--- src/tiq_defines.svh ---
// Constants for the test-image and identification-query command block.
// Assumes it is included by its bare name from the package and the modules.
`ifndef TIQ_DEFINES_SVH
`define TIQ_DEFINES_SVH

// Command identifiers
`define TIQ_ID_TEST 8'hA1
`define TIQ_ID_VENDOR 8'h01
`define TIQ_ID_MODEL 8'h02
`define TIQ_ID_PRODUCT 8'h03
`define TIQ_ID_SERIAL 8'h04

// Read/write flag values and lengths
`define TIQ_FLAG_RD 8'h01
`define TIQ_FLAG_WR 8'h00
`define TIQ_LEN_SEL 8'h01
`define TIQ_LEN_STR 8'h10
`define TIQ_STR_BYTES 16

// Response byte positions
`define TIQ_POS_ID 5'h00
`define TIQ_POS_FLAG 5'h01
`define TIQ_POS_LEN 5'h02
`define TIQ_POS_DATA 5'h03

// Selection byte codes and reset value
`define TIQ_SEL_OFF 8'h00
`define TIQ_SEL_DIAG 8'h01
`define TIQ_SEL_MOVE 8'h02
`define TIQ_SEL_VH 8'h03
`define TIQ_SEL_RST 8'h00

`endif

--- src/tiq_pkg.sv ---
// Types shared by the command block and its string table.
// Assumes tiq_defines.svh is on the include path.
`include "tiq_defines.svh"

package tiq_pkg;

  typedef enum logic [1:0] {
    TIQ_PAT_OFF = 2'b00,
    TIQ_PAT_DIAG = 2'b01,
    TIQ_PAT_MOVE = 2'b10,
    TIQ_PAT_VH = 2'b11
  } tiq_pat_t;

  typedef enum logic [2:0] {
    TIQ_S_ID = 3'b000,
    TIQ_S_FLAG = 3'b001,
    TIQ_S_LEN = 3'b010,
    TIQ_S_DATA = 3'b011,
    TIQ_S_RESP = 3'b100
  } tiq_state_t;

  // One byte on the reply stream
  typedef struct packed {
    logic [7:0] data;
    logic last;
  } tiq_tx_t;

endpackage : tiq_pkg

--- src/tiq_id_rom.sv ---
// Identification string table: one byte of one 16-byte string per lookup.
// Assumes the caller registers the result; purely combinational.
`include "tiq_defines.svh"

module tiq_id_rom #(
  // Arbitrary neutral contents; right-justified ASCII, shorter ones zero-filled
  parameter logic [127:0] VENDOR_STR = "VENDOR",
  parameter logic [127:0] MODEL_STR = "MODEL-01",
  parameter logic [127:0] PRODUCT_STR = "PRODUCT-0001",
  parameter logic [127:0] SERIAL_STR = "0000000001"
) (
  // Lookup
  input wire logic [7:0] id,
  input wire logic [3:0] idx,
  output logic [7:0] byte_out
);
  import tiq_pkg::*;

  // Leading zero bytes of the literal are skipped so text starts at byte 0;
  // positions past the content return zero, which forms the terminator.
  function automatic logic [7:0] str_byte(input logic [127:0] s, input logic [3:0] i);
    int lz;
    int pos;
    lz = 0;
    for (int k = `TIQ_STR_BYTES - 1; k >= 0; k--)
    begin
      if (s[k*8 +: 8] == 8'h00 && lz == `TIQ_STR_BYTES - 1 - k)
        lz = lz + 1;
    end
    pos = `TIQ_STR_BYTES - 1 - lz - int'(i);
    if (pos < 0)
      str_byte = 8'h00;
    else
      str_byte = s[pos*8 +: 8];
  endfunction : str_byte

  wire logic [7:0] vendor_b = str_byte(VENDOR_STR, idx);
  wire logic [7:0] model_b = str_byte(MODEL_STR, idx);
  wire logic [7:0] product_b = str_byte(PRODUCT_STR, idx);
  wire logic [7:0] serial_b = str_byte(SERIAL_STR, idx);

  assign byte_out = (id == `TIQ_ID_VENDOR) ? vendor_b :
                    (id == `TIQ_ID_MODEL) ? model_b :
                    (id == `TIQ_ID_PRODUCT) ? product_b :
                    (id == `TIQ_ID_SERIAL) ? serial_b : 8'h00;

endmodule : tiq_id_rom

--- src/tiq_cmd.sv ---
// Command interpreter for test-image selection and identification queries.
// Assumes a framer on the same clock delivers frame bytes in order and
// takes reply bytes; framing, checksum and link timing live elsewhere.
`include "tiq_defines.svh"

module tiq_cmd (
  // Clock and reset
  input wire logic clk,
  input wire logic arst_n,
  // Incoming command bytes
  input wire logic rx_valid,
  input wire logic [7:0] rx_data,
  output logic rx_ready,
  // Reply bytes
  output logic tx_valid,
  output tiq_pkg::tiq_tx_t tx,
  input wire logic tx_ready,
  // Test pattern control to the video path
  output tiq_pkg::tiq_pat_t pattern
);
  import tiq_pkg::*;

  logic rst_meta_reg;
  logic rst_n_reg;
  tiq_state_t state_reg;
  tiq_state_t state_next;
  logic [7:0] command_identifier_reg;
  logic [7:0] flag_reg;
  logic [7:0] len_reg;
  logic [7:0] left_reg;
  logic [7:0] sel_reg;
  logic [4:0] resp_idx_reg;
  tiq_tx_t tx_reg;
  logic [7:0] rom_byte;

  // Reset released through two flops
  always_ff @(posedge clk or negedge arst_n)
  begin
    if (!arst_n)
    begin
      rst_meta_reg <= 1'b0;
      rst_n_reg <= 1'b0;
    end
    else
    begin
      rst_meta_reg <= 1'b1;
      rst_n_reg <= rst_meta_reg;
    end
  end

  function automatic logic is_query(input logic [7:0] id);
    is_query = (id == `TIQ_ID_VENDOR) || (id == `TIQ_ID_MODEL) ||
               (id == `TIQ_ID_PRODUCT) || (id == `TIQ_ID_SERIAL);
  endfunction : is_query

  wire logic rx_fire = rx_valid && rx_ready;
  wire logic tx_fire = tx_valid && tx_ready;
  wire logic in_len = state_reg == TIQ_S_LEN;
  wire logic is_rd = flag_reg == `TIQ_FLAG_RD;
  wire logic is_wr = flag_reg == `TIQ_FLAG_WR;
  // Only documented read shapes get a reply; anything else is dropped silently
  wire logic rd_sel_ok = (command_identifier_reg == `TIQ_ID_TEST) &&
                         (rx_data == `TIQ_LEN_SEL);
  wire logic rd_str_ok = is_query(command_identifier_reg) &&
                         (rx_data == `TIQ_LEN_STR);
  wire logic rd_start = rx_fire && in_len && is_rd && (rd_sel_ok || rd_str_ok);
  wire logic sel_write_ok = (command_identifier_reg == `TIQ_ID_TEST) && is_wr &&
                            (len_reg == `TIQ_LEN_SEL) && (rx_data <= `TIQ_SEL_VH);
  wire logic data_last = (state_reg == TIQ_S_DATA) && rx_fire &&
                         (left_reg == 8'h01);
  wire logic sel_commit = data_last && sel_write_ok;
  // Writes with a nonzero length carry data; read frames with no data end at the length byte
  wire logic has_data = is_wr && (rx_data != 8'h00);

  // Last reply index: three header bytes plus the data length, less one
  wire logic [4:0] last_idx = (command_identifier_reg == `TIQ_ID_TEST) ?
                              (`TIQ_POS_DATA + 5'(`TIQ_LEN_SEL) - 5'h01) :
                              (`TIQ_POS_DATA + 5'(`TIQ_LEN_STR) - 5'h01);
  wire logic [4:0] nxt_idx = resp_idx_reg + 5'h01;
  wire logic [3:0] rom_idx = 4'(nxt_idx - `TIQ_POS_DATA);

  tiq_id_rom u_rom (
    .id(command_identifier_reg),
    .idx(rom_idx),
    .byte_out(rom_byte)
  );

  // Byte that follows the one now on the reply port
  wire logic [7:0] nxt_byte = (nxt_idx == `TIQ_POS_FLAG) ? `TIQ_FLAG_WR :
                              (nxt_idx == `TIQ_POS_LEN) ? len_reg :
                              (command_identifier_reg == `TIQ_ID_TEST) ? sel_reg :
                              rom_byte;

  always_comb
  begin
    state_next = state_reg;
    unique case (state_reg)
      TIQ_S_ID:
        if (rx_fire)
          state_next = TIQ_S_FLAG;
      TIQ_S_FLAG:
        if (rx_fire)
          state_next = TIQ_S_LEN;
      TIQ_S_LEN:
        if (rd_start)
          state_next = TIQ_S_RESP;
        else if (rx_fire)
          state_next = has_data ? TIQ_S_DATA : TIQ_S_ID;
      TIQ_S_DATA:
        if (data_last)
          state_next = TIQ_S_ID;
      TIQ_S_RESP:
        if (tx_fire && tx_reg.last)
          state_next = TIQ_S_ID;
      default:
        state_next = TIQ_S_ID;
    endcase
  end

  always_ff @(posedge clk or negedge rst_n_reg)
  begin
    if (!rst_n_reg)
      state_reg <= TIQ_S_ID;
    else
      state_reg <= state_next;
  end

  // Header capture, ordering
  always_ff @(posedge clk or negedge rst_n_reg)
  begin
    if (!rst_n_reg)
    begin
      command_identifier_reg <= 8'h00;
      flag_reg <= 8'h00;
      len_reg <= 8'h00;
      left_reg <= 8'h00;
    end
    else if (rx_fire)
    begin
      if (state_reg == TIQ_S_ID)
        command_identifier_reg <= rx_data;
      if (state_reg == TIQ_S_FLAG)
        flag_reg <= rx_data;
      if (in_len)
      begin
        len_reg <= rx_data;
        left_reg <= rx_data;
      end
      if (state_reg == TIQ_S_DATA)
        left_reg <= left_reg - 8'h01;
    end
  end

  // Out-of-range codes are ignored so the pattern stays decodable
  always_ff @(posedge clk or negedge rst_n_reg)
  begin
    if (!rst_n_reg)
      sel_reg <= `TIQ_SEL_RST;
    else if (sel_commit)
      sel_reg <= rx_data;
  end

  // Reply stream, first byte is the echoed identifier
  always_ff @(posedge clk or negedge rst_n_reg)
  begin
    if (!rst_n_reg)
    begin
      resp_idx_reg <= `TIQ_POS_ID;
      tx_reg <= '0;
    end
    else if (rd_start)
    begin
      resp_idx_reg <= `TIQ_POS_ID;
      tx_reg.data <= command_identifier_reg;
      tx_reg.last <= 1'b0;
    end
    else if (tx_fire && !tx_reg.last)
    begin
      resp_idx_reg <= nxt_idx;
      tx_reg.data <= nxt_byte;
      tx_reg.last <= nxt_idx == last_idx;
    end
  end

  // No new command bytes while a reply drains
  assign rx_ready = state_reg != TIQ_S_RESP;
  assign tx_valid = state_reg == TIQ_S_RESP;
  assign tx = tx_reg;
  assign pattern = (sel_reg == `TIQ_SEL_DIAG) ? TIQ_PAT_DIAG :
                   (sel_reg == `TIQ_SEL_MOVE) ? TIQ_PAT_MOVE :
                   (sel_reg == `TIQ_SEL_VH) ? TIQ_PAT_VH : TIQ_PAT_OFF;
endmodule : tiq_cmd

--- config.mk ---
export PLATFORM = sky130hd
export DESIGN_NAME = tiq_cmd
export DESIGN_NICKNAME = d
export VERILOG_FILES = /design/src/tiq_pkg.sv /design/src/tiq_id_rom.sv /design/src/tiq_cmd.sv
export VERILOG_INCLUDE_DIRS = /design/src
export SDC_FILE = /design/constraint.sdc
export NUM_CORES = 1
export LEC_CHECK = 0
export ABC_AREA = 0
export BUFFER_PORTS_ARGS = -buffer_cell sky130_fd_sc_hd__buf_2
export CAP_MARGIN = 20
export CORE_MARGIN = 2
export CORE_UTILIZATION = 40
export DETAILED_ROUTE_END_ITERATION = 8
export GPL_ROUTABILITY_DRIVEN = 0
export PLACE_DENSITY = 0.61
export SLEW_MARGIN = 20
export SYNTH_ARGS = -nofsm -noshare
export SYNTH_HDL_FRONTEND = slang
export SYNTH_SLANG_ARGS = --single-unit
--- constraint.sdc ---
create_clock -name clk -period 3.6 [get_ports clk]
set_input_delay 0.36 -clock clk [delete_from_list [all_inputs] [get_ports clk]]
set_output_delay 0.36 -clock clk [all_outputs]
set_load 0.005 [all_outputs]
## After elaboration in Yosys (flattened, before gate mapping)

Cells that the tools add are included.

| word-level totals | value |
|---|---|
| memories | 0 |
| latch bits | 0 |
| register bits | 59 |
| ROM bits | 0 |
| memory bits (writable) | 0 |
| bits of input ports | 12 |

| cells by class | value |
|---|---|
| shifts and indexed selects | 4 |
| add/subtract/negate cells | 7 |
| div/mod/pow operators | 0 |
| $mul | 0 |
| order comparisons | 5 |
| reduce and logical (&&, ||, !) cells | 31 |
| bitwise gates (word level) | 0 |
| equal/unequal tests | 26 |
| multiplexer cells | 29 |

Operators with widths:

| kind | number |
|---|---|
| variable part select 128 x 32 -> 8 bit (first input constant) | 2 |
| variable part select 128 x 8 -> 8 bit (first input constant) | 2 |
| 2-to-1 mux 8 bit | 13 |
| < comparator 32 x 1 -> 1 bit (second input constant) | 2 |
| equality test 8 x 1 -> 1 bit (second input constant) | 6 |
| equality test 8 x 2 -> 1 bit (second input constant) | 4 |
| 2-to-1 mux 3 bit | 6 |
| 2-to-1 mux 9 bit | 2 |
| logical AND 1 bit | 16 |
| 2-to-1 mux 5 bit | 3 |
| one-hot mux 3 bit (5 select lines) | 1 |
| < comparator 5 x 1 -> 1 bit (second input constant) | 2 |
| subtractor 3 x 4 -> 5 bit (first input constant) | 2 |
| subtractor 4 x 4 -> 5 bit (first input constant) | 2 |
| equality test 8 x 3 -> 1 bit (second input constant) | 1 |
| equality test 8 x 5 -> 1 bit (second input constant) | 1 |
| equality test 8 bit (second input constant) | 1 |
| <= comparator 8 x 2 -> 1 bit (second input constant) | 1 |
| zero test 8 bit | 1 |
| 2-to-1 mux 2 bit | 4 |
| AND reduction 2 bit | 4 |
| nonzero test 8 bit | 1 |
| subtractor 8 x 1 -> 8 bit (second input constant) | 1 |
| equality test 3 x 2 -> 1 bit (second input constant) | 2 |
| 16 further kinds | 22 |

## Depth between registers and ports, before layout

Gate-level depths: netlist of the first run.

| depth | value |
|---|---|
| depth in word-level cells | 14 |
| gate-level depth with buffers | 16 |
| depth with buffers taken out | 13 |

## Hierarchy

Synthesis of the first run repeated with hierarchy kept, for this count alone.

| unflattened totals | value |
|---|---|
| cells, all modules | 411 |
| area total of the unflattened synthesis | 3823.7 um2 |

By module, submodules not included:

| module | cells an instance | times used | sequential area each (um2) | area an instance (um2) |
|---|---|---|---|---|
| tiq_cmd | 314 | 1 | 1476.4 | 3209.3 |
| tiq_id_rom | 97 | 1 | 0.0 | 614.3 |

## Least setup slack after synthesis of the first run

Ideal clock, no wire load.

| timing | value |
|---|---|
| path kind | reg-to-reg |
| from | register resp_idx_reg[0] |
| to | register tx_reg (netlist bit tx[4]) |
| data arrival time | 3.025 ns |
| clock period less this slack | 3.148 ns |
| library setup time | 0.123 ns |
| buffers on the path | 3 |
| stages on the path, launching flop included | 17 |
| data required time | 3.477 ns |
| setup slack | 0.452 ns |
| path through | dfrtp_1 > clkbuf_1 > clkinv_1 > ha_1 > nand2_1 > nand3_1 > nor2b_1 > clkbuf_1 > inv_1 > ha_1 > buf_1 > nand2b_1 > o21a_1 > nor4_1 > a211o_1 > a41oi_1 > o21ai_1 |

| on the way | value |
|---|---|
| longest elaborated chain between the ends | 14 |

Ends and longest elaborated chain:

| element | line | source |
|---|---|---|
| from (decl) | tiq_cmd.sv:32 | `logic [4:0] resp_idx_reg;` |
| from (signal assigned) | tiq_cmd.sv:168 | `` resp_idx_reg <= `TIQ_POS_ID; `` |
| from (signal assigned) | tiq_cmd.sv:173 | `` resp_idx_reg <= `TIQ_POS_ID; `` |
| from (signal assigned) | tiq_cmd.sv:179 | `resp_idx_reg <= nxt_idx;` |
| adder 5 x 1 -> 5 bit * | tiq_cmd.sv:79 | `wire logic [4:0] nxt_idx = resp_idx_reg + 5'h01;` |
| subtractor 4 x 2 -> 4 bit (no line) | n/a |  |
| subtractor 4 x 4 -> 5 bit (no line) | n/a |  |
| < comparator 32 x 1 -> 1 bit or variable part select 128 x 32 -> 8 bit (tied branches) | tiq_id_rom.sv:31, tiq_id_rom.sv:34 |  |
| 2-to-1 mux 8 bit | tiq_id_rom.sv:31 | `if (pos < 0)` |
| 2-to-1 mux 8 bit | tiq_id_rom.sv:45 | `` (id == `TIQ_ID_SERIAL) ? serial_b : 8'h00; `` |
| 2-to-1 mux 8 bit | tiq_id_rom.sv:44 | `` (id == `TIQ_ID_PRODUCT) ? product_b : `` |
| 2-to-1 mux 8 bit | tiq_id_rom.sv:43 | `` (id == `TIQ_ID_MODEL) ? model_b : `` |
| 2-to-1 mux 8 bit | tiq_id_rom.sv:42 | `` assign byte_out = (id == `TIQ_ID_VENDOR) ? vendor_b : `` |
| 2-to-1 mux 8 bit | tiq_cmd.sv:91 | `` (command_identifier_reg == `TIQ_ID_TEST) ? sel_reg : `` |
| 2-to-1 mux 8 bit | tiq_cmd.sv:90 | `` (nxt_idx == `TIQ_POS_LEN) ? len_reg : `` |
| 2-to-1 mux 8 bit * | tiq_cmd.sv:89 | `` wire logic [7:0] nxt_byte = (nxt_idx == `TIQ_POS_FLAG) ? `TIQ_FLAG_WR : `` |
| 2-to-1 mux 9 bit * | tiq_cmd.sv:177 | `else if (tx_fire && !tx_reg.last)` |
| 2-to-1 mux 9 bit * | tiq_cmd.sv:171 | `else if (rd_start)` |
| to (decl) | tiq_cmd.sv:33 | `tiq_tx_t tx_reg;` |

Every way passes the cells marked *; elsewhere a longest branch is shown, timed or not. The select of a mux whose other input is x is not followed.
A chain may end at the register's enable or synchronous reset.

## Final worst setup path of the first run

| timing | value |
|---|---|
| from | register resp_idx_reg[0] |
| to | register tx_reg (netlist bit tx[5]) |

Same word-level chain as after synthesis.

==> summary.md, run 1 <==
| Metric | Value |
|---|---|
| Setup TNS | `0 ns` |
| TritonRoute pass-1 iters | `6` |
| CTS H-Tree Depth | `3` |
| Tcrit/Tclk final | `0.884` |
| DRT iter0 DRCs | `201` |
| WL/cell | `17.8 um` |
| Post-synth EDFFs | `0` |
| Multi-input logic area | `2060 sq um` |
| Fmax | `0.314 GHz` |
| Layout cells sized above 1 | `0.215` |
| Post-synth top area share | `0.404` |
| Yosys warning count | `0` |
| Ys async rst share | `1.00` |
| Clk buf depth | `2` |
| Pre-CTS WS | `0.380 ns` |
| Cell chain of the critical path | `clkinv_1 > buf_4 > ha_1 > or2_2 > inv_1 > ha_1 > nor3_1 > a21oi_1 > nor4_1 > nand3_1 > o211ai_2` |
| CP Buf/Inv Count | `3` |
| Syn-to-layout area delta | `12.8%` |
| Synth top area cells | `dfrtp_1 (40%), mux2_2 (7.7%), ha_1 (4.1%)` |
| ANT nets after route | `0` |
| Row count | `34` |
| First-pass GRT wire length | `16100 um` |
| Register area share after synthesis | `0.404` |
| Vias in the first global route | `3037` |
| Vert. Die Dim | `99.6 um` |
| # fillers | `841` |
| Placed cell area | `3880 sq um` |
| Initial antenna violation count | `0` |
| Register area | `1480 sq um` |
| Initial Util | `0.415` |
| Overall power | `2.29 mW` |
| Leakage | `1.76 nW` |
| Vias post-DR | `3097` |
| Latest clock arrival within the worst-skew pair | `0.36 ns` |
| Root buf cell | `clkbuf_8` |
| Cell taking the most area after synthesis | `dfrtp_1` |
| Max_cap viols | `0` |
| Skew final | `0.0122 ns` |
| NetSw | `776 uW` |
| Hold Crit Class | `in2async` |
| Die width | `99.6 um` |
| TritonCTS Buffers | `9` |
| RSZ-0062 raised after global routing | `no` |
| Peak VDD IR | `0.000330 V` |
| Clk pwr share | `0.306` |
| Most frequent cell after synthesis | `dfrtp_1` |
| Final core occ | `0.468` |
| Antenna cells | `0` |
| Primary FF master, synth | `dfrtp_1` |
| Crit-path slowest cell | `dfrtp_1` |
| Power per Cell Area | `556 nW/um^2` |
| Pin count of the biggest net entering global routing | `32` |
| Worst endpoint required time | `3.88 ns` |
| Switch share | `0.338` |
| Critical path startpoint | `resp_idx_reg[0]$_DFFE_PN0P_` |
| Netlist cell types | `69` |
| Startpoint Class | `flip-flop` |
| GRT Residual Overflow | `0` |
| Max FFs per register | `9` |
| CTS tree | `done` |
| Synthesized area per cell | `9.14 sq um` |
| Pint | `1.52 mW` |
| Final hold vios | `0` |
| Final net count | `446` |
| DP Wirelength | `6950 um` |
| CTS sink count | `59` |
| Reg power frac | `0.470` |
| Final setup viols | `0` |
| WL final | `9530 um` |
| Syn_nets | `424` |
| Period minus WS final | `3.18 ns` |
| Slack of the critical path | `0.419 ns` |
| Worst EP arrival | `3.46 ns` |
| Yosys reg bits | `59` |
| Comb pwr share | `0.223` |
| Total core area | `8810 sq um` |
| Crit Path Max Fanout | `15` |
| # IOs | `25` |
| Worst-Margin Slew | `0.979 ns` |
| Outcome | `finished, final reports clean` |
| Post-Syn Area | `3650 sq um` |
| Critical path capture point type | `flip-flop` |
| Most frequent cells after synthesis | `dfrtp_1 (59), nand2_1 (39), nor2_1 (28)` |
| Total GRT Usage | `0.209` |
| Remaining DRCs | `0` |
| Vias per cell | `5.79` |
| Most Frequent Cell on Critical Path | `ha_1` |
| Pins Over Slew Limit | `0` |
| Buffers on Ports | `24` |
| Worst-path clk slew | `0.08 ns` |
| Slew margin rel. | `0.345` |
| DIE AREA | `9920 sq um` |
| Setup bufs post-CTS | `0` |
| Critical setup path kind | `reg2reg` |
| Top delay family on crit path | `simple AND/OR/NAND/NOR gates` |
| Design area | `4120 sq um` |
| CP max stage delay | `0.46 ns` |
| Setup slack, reg-to-reg | `0.42 ns` |
| Mapped Cells | `400` |
| R2r startpoint | `resp_idx_reg[0]$_DFFE_PN0P_` |
cells by family (layout without fill, tap and decap cells):
kind of cell             count (synthesis)  after routing  synth area share
other                                    1              1           0.00103
flip-flops                              59             59             0.404
adder cells (fa/ha/maj)                 13             13            0.0438
buffers and inverters                   33             60            0.0349
multiplexers                            27             27            0.0825
AO/OA/AOI/OAI                          101            101             0.178
AND/OR/NAND/NOR                        156            156             0.232
XOR/XNOR                                10             10            0.0240
cells in the final DEF (no fill, tap or decap), types with 10 or more instances in the layout:
master	count
a21oi_1	26
nand2_1	39
dfrtp_1	58
nor4_1	10
inv_1	11
buf_2	24
ha_1	12
nand3_1	16
o21ai_0	27
nor2_1	28
mux2_2	25
nor3_1	12
metal layers:
metal	vias up	global-route usage	part of all wire
met4	0	0.0843	0.021
met1	1505	0.293	0.47
met5	-	0	0
met2	80	0.325	0.46
li1	1495	-	-
met3	17	0.0323	0.043
final cells by class:
type	count	share of cell area
Clock inverter	7	0.0246
Sequential cell	59	0.358
Multi-Input combinational cell	308	0.499
Timing Repair Buffer	32	0.0443
Clock buffer	9	0.0300
Tap cell	108	0.0328
Inverter	12	0.0109
path summary, 6_finish.rpt:
kind / depth (start not counted) / endpoint
worst max-delay path: 11 / tx[5]$_DFFE_PN0P_
worst min-delay path: 2 / rst_n_reg$_DFF_PN0_
worst max register to register: 11 / tx[5]$_DFFE_PN0P_
worst min register to register: 0 / state_reg[2]$_DFFE_PN0P_
max in group asynchronous: 1 / command_identifier_reg[3]$_DFFE_PN0P_
min in group clk: 2 / flag_reg[3]$_DFFE_PN0P_
timing repair:
action,CTS,global route
gates resized for setup,0,1
endpoints found under the setup margin,0,3
hold buffers,1,0
hold endpoints to repair,2,0
through the flow:
step / hold slack (ns) / instances
finish: 0.310 / 535
global placement: 0.144 / 518
global route: 0.307 / 535
floorplan: 0.0644 / 400
detailed placement: 0.146 / 518
CTS: 0.288 / 535
power groups by stage:
stage / sequential (mW) / clock, mW / combinational [mW]
after floorplan: 0.994 / 0 / 0.446
after global placement: 1.07 / 0 / 0.500
after detailed placement: 1.09 / 0 / 0.513
after CTS: 1.07 / 0.714 / 0.516
after global routing: 1.12 / 0.746 / 0.579
final: 1.08 / 0.703 / 0.512
No activity file was read; power rests on OpenSTA's default activity.
==> run 2, diff against run 1 <==
Settings changed: CORE_MARGIN 2 to 4.
==> run 2 against run 1 <==
Clock-buffer cell count increased by 1. Sequential power is essentially flat. Largest cell class unchanged. Combinational power barely moved. Non-clock buffer count stayed put. Worst hold slack got worse by 0.061 ns. Clock skew about the same. First-iteration DRC count decreased by 9.0%. Total power shrank 7.3%. Die area up 8.2%. Global-route usage shrank 2.7 points. Fmax decreased by 4.5%.
==> summary.md, run 2 (synthesized netlist as in run 1, its figures left out) <==
| Metric | Value |
|---|---|
| Outcome | `finished, final reports clean (unchanged)` |
| WL final | `9540 um (was 9530 um)` |
| Max FFs per register | `9 (unchanged)` |
| Total core area | `8810 sq um (unchanged)` |
| DIE AREA | `10700 sq um (was 9920 sq um)` |
| Syn-to-layout area delta | `11.1% (was 12.8%)` |
| ANT nets after route | `0 (unchanged)` |
| Buffers on Ports | `24 (unchanged)` |
| DP Wirelength | `6880 um (was 6950 um)` |
| # resized after CTS | `0 (unchanged)` |
| Switch share | `0.355 (was 0.338)` |
| TritonCTS Buffers | `9 (unchanged)` |
| Root buf cell | `clkbuf_8 (unchanged)` |
| Initial Util | `0.415 (unchanged)` |
| Top sig layer | `met4 (unchanged)` |
| Vias post-DR | `3125 (was 3097)` |
| Layout cells sized above 1 | `0.211 (was 0.215)` |
| Remaining DRCs | `0 (unchanged)` |
| Reg power frac | `0.505 (was 0.470)` |
| Metal3 WL | `461 um (was 408 um)` |
| Leakage | `1.73 nW (was 1.76 nW)` |
| Non-Filler Instances | `535 (unchanged)` |
| Crit-path slowest cell | `dfrtp_1 (unchanged)` |
| Hold Crit Class | `reg2async (was in2async)` |
| CTS H-Tree Depth | `3 (unchanged)` |
| Commonest non-fill, non-tap cell in the layout | `dfrtp_1 (unchanged)` |
| Antenna cells | `0 (unchanged)` |
| Die width | `104 um (was 99.6 um)` |
| Worst EP arrival | `3.60 ns (was 3.46 ns)` |
| Worst-Margin Slew | `0.975 ns (was 0.979 ns)` |
| Met2 wire length | `4560 um (was 4410 um)` |
| Skew final | `0.0126 ns (was 0.0122 ns)` |
| Worst-path clk slew | `0.08 ns (about the same)` |
| Vias per cell | `5.84 (was 5.79)` |
| CTS sink count | `59 (unchanged)` |
| Latest clock arrival within the worst-skew pair | `0.35 ns (was 0.36 ns)` |
| Final setup viols | `0 (unchanged)` |
| Peak VDD IR | `0.000375 V (was 0.000330 V)` |
| Initial antenna violation count | `0 (unchanged)` |
| Max_cap viols | `0 (unchanged)` |
| GRT Residual Overflow | `0 (unchanged)` |
| Tcrit/Tclk final | `0.926 (was 0.884)` |
| DRT iter0 DRCs | `183 (was 201)` |
| Comb pwr share | `0.240 (was 0.223)` |
| Pint | `1.37 mW (was 1.52 mW)` |
| M1 WL | `4340 um (was 4510 um)` |
| Cell chain of the critical path | `ha_1 > xnor2_1 > xnor2_1 > inv_1 > ha_1 > or2b_1 > a2111oi_0 > a221o_2 > a31oi_1 > o211a_1 > o211ai_2 (was clkinv_1 > buf_4 > ha_1 > or2_2 > inv_1 > ha_1 > nor3_1 > a21oi_1 > nor4_1 > nand3_1 > o211ai_2)` |
| R2r startpoint | `resp_idx_reg[1]$_DFFE_PN0P_ (was resp_idx_reg[0]$_DFFE_PN0P_)` |
| Top delay family on crit path | `compound AO/OA/AOI/OAI gates (was simple AND/OR/NAND/NOR gates)` |
| Clk buf depth | `2 (unchanged)` |
| Setup TNS | `0 ns (unchanged)` |
| Slack of the critical path | `0.268 ns (was 0.419 ns)` |
| Final net count | `446 (unchanged)` |
| Vert. Die Dim | `104 um (was 99.6 um)` |
| Pre-CTS WS | `0.381 ns (was 0.380 ns)` |
| Setup slack, reg-to-reg | `0.27 ns (was 0.42 ns)` |
| Power per Cell Area | `523 nW/um^2 (was 556 nW/um^2)` |
| NetSw | `754 uW (was 776 uW)` |
| RSZ-0062 raised after global routing | `no (unchanged)` |
| CTS tree | `done (unchanged)` |
| Crit Path Max Fanout | `14 (was 15)` |
| Slew margin rel. | `0.348 (was 0.345)` |
| Final hold vios | `0 (unchanged)` |
| Critical setup path kind | `reg2reg (unchanged)` |
| Hold Slack | `0.249 ns (was 0.310 ns)` |
| Total GRT Usage | `0.182 (was 0.209)` |
| Pin count of the biggest net entering global routing | `37 (was 32)` |
| Startpoint Class | `flip-flop (unchanged)` |
| Period minus WS final | `3.33 ns (was 3.18 ns)` |
| Row count | `34 (unchanged)` |
| Most frequent cells in the layout | `dfrtp_1 (58), nand2_1 (39), nor2_1 (28) (unchanged)` |
| Clk pwr share | `0.254 (was 0.306)` |
| WL/cell | `17.8 um (about the same)` |
| Critical path startpoint | `resp_idx_reg[1]$_DFFE_PN0P_ (was resp_idx_reg[0]$_DFFE_PN0P_)` |
| Worst endpoint required time | `3.86 ns (was 3.88 ns)` |
| TritonRoute pass-1 iters | `5 (was 6)` |
| # IOs | `25 (unchanged)` |
| Pins Over Slew Limit | `0 (unchanged)` |
| Vias in the first global route | `3075 (was 3037)` |
| Overall power | `2.13 mW (was 2.29 mW)` |
| Fmax | `0.300 GHz (was 0.314 GHz)` |
| Placed cells | `518 (unchanged)` |
| CP Buf/Inv Count | `1 (was 3)` |
| CP max stage delay | `0.48 ns (was 0.46 ns)` |
| Critical path capture point type | `flip-flop (unchanged)` |
| First-pass GRT wire length | `15700 um (was 16100 um)` |
==> run 2: metrics by stage <==
step | cell area (sq um) | util
3_3_place_gp | 3880 | 0.441
4_1_cts | 4060 | 0.461
6_report | 4060 | 0.461
5_1_grt | 4060 | 0.461
3_5_place_dp | 3880 | 0.441
2_1_floorplan | 3650 | -
==> run 2: metal layers <==
| layer | up-vias | track usage |
|---|---|---|
| met5 | - | 0 |
| met4 | 0 | 0.0798 |
| met3 | 18 | 0.0386 |
| met2 | 91 | 0.293 |
| met1 | 1510 | 0.237 |
| li1 | 1506 | - |
==> run 2: layout make-up <==
cell class,instances,area (sq um)
multi-input cells,308,2050
clock buffers,10,128
inverters,12,45.0
well taps,108,135
clock inverters,6,41.3
fillers,847,4750
flip-flops and latches,59,1480
repair buffers,32,183
==> run 2: timing repair <==
item / 4_1_cts / 5_1_grt
setup buffers: 0 / 0
hold endpoints to repair: 2 / 0
hold buffers: 1 / 0
==> run 2: final timing paths <==
path	end	cells past startpoint
worst max-delay path	tx[5]$_DFFE_PN0P_	11
worst min-delay path	resp_idx_reg[2]$_DFFE_PN0P_	0
worst min register to register	resp_idx_reg[2]$_DFFE_PN0P_	0
min in group clk	flag_reg[3]$_DFFE_PN0P_	2
worst max register to register	tx[5]$_DFFE_PN0P_	11
max in group asynchronous	flag_reg[6]$_DFFE_PN0P_	1
==> run 2: power by group through the flow <==
| stage | logic, mW | registers [mW] | clock network, mW |
|---|---|---|---|
| floorplan | 0.446 | 0.994 | 0 |
| global placement | 0.503 | 1.07 | 0 |
| detailed placement | 0.510 | 1.08 | 0 |
| CTS | 0.515 | 1.07 | 0.557 |
| global route | 0.573 | 1.11 | 0.589 |
| finish | 0.511 | 1.07 | 0.541 |
==> run 3, diff against run 2 <==
Settings changed: CORE_ASPECT_RATIO set to 0.75.
Clock period 3.6 ns to 3.2 ns, I/O delays scaled along.
==> run 3 against run 2 <==
Register-to-register slack gained 0.02 ns. Core utilization grew 3.0 points. Final cell count grew 1.5%. Cell area grew 4.9%. Largest power group unchanged. First-iteration DRC count grew 66%. Combinational power grew 22%. Fmax grew 14%. Highest routed layer unchanged. Global-route usage grew 1.3 points. Critical endpoint is now tx[4]$_DFFE_PN0P_. Non-clock buffer count grew 8. Sequential cell count is the same. Die area grew 0.15%.
==> summary.md, run 3 (synthesized netlist as in run 1, its figures left out) <==
| Metric | Value |
|---|---|
| Outcome | `finished, final reports clean (unchanged)` |
| Startpoint Class | `flip-flop (unchanged)` |
| Layout cells sized above 1 | `0.225 (was 0.211)` |
| Comb pwr share | `0.224 (was 0.240)` |
| Remaining DRCs | `0 (unchanged)` |
| Tcrit/Tclk final | `0.909 (was 0.926)` |
| Final net count | `454 (was 446)` |
| GRT Residual Overflow | `0 (unchanged)` |
| Buffers on Ports | `24 (unchanged)` |
| Pin count of the biggest net entering global routing | `30 (was 37)` |
| Setup TNS | `0 ns (unchanged)` |
| Critical path capture point type | `flip-flop (unchanged)` |
| CTS H-Tree Depth | `3 (unchanged)` |
| Commonest non-fill, non-tap cell in the layout | `dfrtp_1 (unchanged)` |
| Slack of the critical path | `0.290 ns (was 0.268 ns)` |
| WL final | `9960 um (was 9540 um)` |
| Die width | `118 um (was 104 um)` |
| Switch share | `0.309 (was 0.355)` |
| Reg power frac | `0.427 (was 0.505)` |
| Pins Over Slew Limit | `0 (unchanged)` |
| Initial antenna violation count | `0 (unchanged)` |
| Total GRT Usage | `0.195 (was 0.182)` |
| ANT nets after route | `0 (unchanged)` |
| RSZ-0062 raised after global routing | `no (unchanged)` |
| Worst-Margin Slew | `0.995 ns (was 0.975 ns)` |
| Most frequent cells in the layout | `dfrtp_1 (57), nand2_1 (39), nor2_1 (28) (was dfrtp_1 (58), nand2_1 (39), nor2_1 (28))` |
| Max_cap viols | `0 (unchanged)` |
| # fillers | `834 (was 847)` |
| Power per Cell Area | `652 nW/um^2 (was 523 nW/um^2)` |
| Leakage | `1.83 nW (was 1.73 nW)` |
| Antenna cells | `0 (unchanged)` |
| Hold Crit Class | `in2async (was reg2async)` |
| DIE AREA | `10700 sq um (about the same)` |
| TritonRoute pass-1 iters | `5 (unchanged)` |
| Peak VDD IR | `0.000253 V (was 0.000375 V)` |
| Placed cell area | `3940 sq um (was 3880 sq um)` |
| Clk buf depth | `2 (unchanged)` |
| Setup bufs post-CTS | `0 (unchanged)` |
| Fmax | `0.344 GHz (was 0.300 GHz)` |
| First-pass GRT wire length | `16500 um (was 15700 um)` |
| NetSw | `858 uW (was 754 uW)` |
| Worst endpoint required time | `3.41 ns (was 3.86 ns)` |
| Syn-to-layout area delta | `16.6% (was 11.1%)` |
| Vert. Die Dim | `90.8 um (was 104 um)` |
| Critical setup path kind | `reg2reg (unchanged)` |
| Multi-input logic area | `2060 sq um (was 2050 sq um)` |
| Final core occ | `0.491 (was 0.461)` |
| Max FFs per register | `9 (unchanged)` |
| Crit Path Max Fanout | `9 (was 14)` |
| Final setup viols | `0 (unchanged)` |
| Root buf cell | `clkbuf_16 (was clkbuf_8)` |
| Pint | `1.92 mW (was 1.37 mW)` |
| DRT iter0 DRCs | `303 (was 183)` |
| Pre-CTS WS | `0.301 ns (was 0.381 ns)` |
| Vias in the first global route | `3011 (was 3075)` |
| Overall power | `2.78 mW (was 2.13 mW)` |
| Initial Util | `0.421 (was 0.415)` |
| TritonCTS Buffers | `9 (unchanged)` |
| Row count | `29 (was 34)` |
| Period minus WS final | `2.91 ns (was 3.33 ns)` |
| CTS tree | `done (unchanged)` |
| Clk pwr share | `0.349 (was 0.254)` |
| Final hold vios | `0 (unchanged)` |
| CTS sink count | `59 (unchanged)` |
| Register area | `1480 sq um (about the same)` |
| Vias per cell | `5.83 (was 5.84)` |
| Skew final | `0.00554 ns (was 0.0126 ns)` |
| Vias post-DR | `3166 (was 3125)` |
| Worst EP arrival | `3.12 ns (was 3.60 ns)` |
| WL/cell | `18.3 um (was 17.8 um)` |
| # IOs | `25 (unchanged)` |
| Total core area | `8670 sq um (was 8810 sq um)` |
| Worst-path clk slew | `0.05 ns (was 0.08 ns)` |
| Slew margin rel. | `0.335 (was 0.348)` |
| Latest clock arrival within the worst-skew pair | `0.33 ns (was 0.35 ns)` |
| Design area | `4260 sq um (was 4060 sq um)` |
| DP Wirelength | `7290 um (was 6880 um)` |
[run 3: cell types whose count changed in the layout (fill, tap and decap cells not counted), moves of 2 or more]
cell	previous run	this run
clkbuf_8	9	2
clkbuf_1	1	3
clkbuf_16	0	9
buf_4	7	15
clkinvlp_4	3	0
[run 3: power groups by stage]
stage | Clock, mW | Sequential, mW | Combinational, mW
floorplan | 0 | 1.12 | 0.502
global placement | 0 | 1.18 | 0.601
detailed placement | 0 | 1.19 | 0.624
CTS | 0.985 | 1.18 | 0.627
global route | 1.03 | 1.22 | 0.700
finish | 0.969 | 1.19 | 0.623
[run 3: layer usage]
| layer | routed length [um] | vias to the layer above | GRT usage |
|---|---|---|---|
| met5 | 0 | - | 0 |
| met4 | 111 | 0 | 0.0530 |
| met3 | 783 | 13 | 0.0551 |
| met2 | 4150 | 118 | 0.265 |
| met1 | 4910 | 1522 | 0.300 |
| li1 | - | 1513 | - |
[run 3: critical path, cell delays in order, from the launching register on]
cell and delay [ns]:
dfrtp_2 0.45, ha_1 0.28, xnor2_2 0.25, a21oi_1 0.13, nor2b_1 0.20, inv_1 0.09
ha_1 0.41, nor2_1 0.30, nor4_1 0.10, a211o_1 0.29, a41oi_1 0.21, o21ai_1 0.08
[run 3: cell type report]
cell class,instances,area share
clock buffer,14,0.0620
clock inverter,2,0.00822
inverter,12,0.0106
multi-input combinational,308,0.483
sequential,59,0.347
tap,108,0.0317
timing repair buffer,40,0.0570
[run 3: stage by stage]
| step | hold WS (ns) | cells |
|---|---|---|
| after global routing | 0.312 | 543 |
| after CTS | 0.287 | 543 |
| final | 0.293 | 543 |
| after global placement | 0.105 | 526 |
| after floorplan | 0.0244 | 400 |
| after detailed placement | 0.106 | 526 |
[run 3: repair_timing]
action	CTS	global route
endpoints found under the hold margin	2	0
gates resized for setup	0	3
hold buffers	1	0
setup endpoints to repair	0	4
[run 3: final timing paths]
kind,start,to,slack (ns),cells after the start
max,resp_idx_reg[0]$_DFFE_PN0P_,tx[4]$_DFFE_PN0P_,0.29,11
min,arst_n,rst_meta_reg$_DFF_PN0_,0.29,2
max reg2reg,resp_idx_reg[0]$_DFFE_PN0P_,tx[4]$_DFFE_PN0P_,0.29,11
min reg2reg,rst_n_reg$_DFF_PN0_,command_identifier_reg[5]$_DFFE_PN0P_,0.30,0
max in group asynchronous,rst_n_reg$_DFF_PN0_,resp_idx_reg[0]$_DFFE_PN0P_,2.04,1
min in group clk,rx_data[2],len_reg[2]$_DFFE_PN0P_,0.32,2
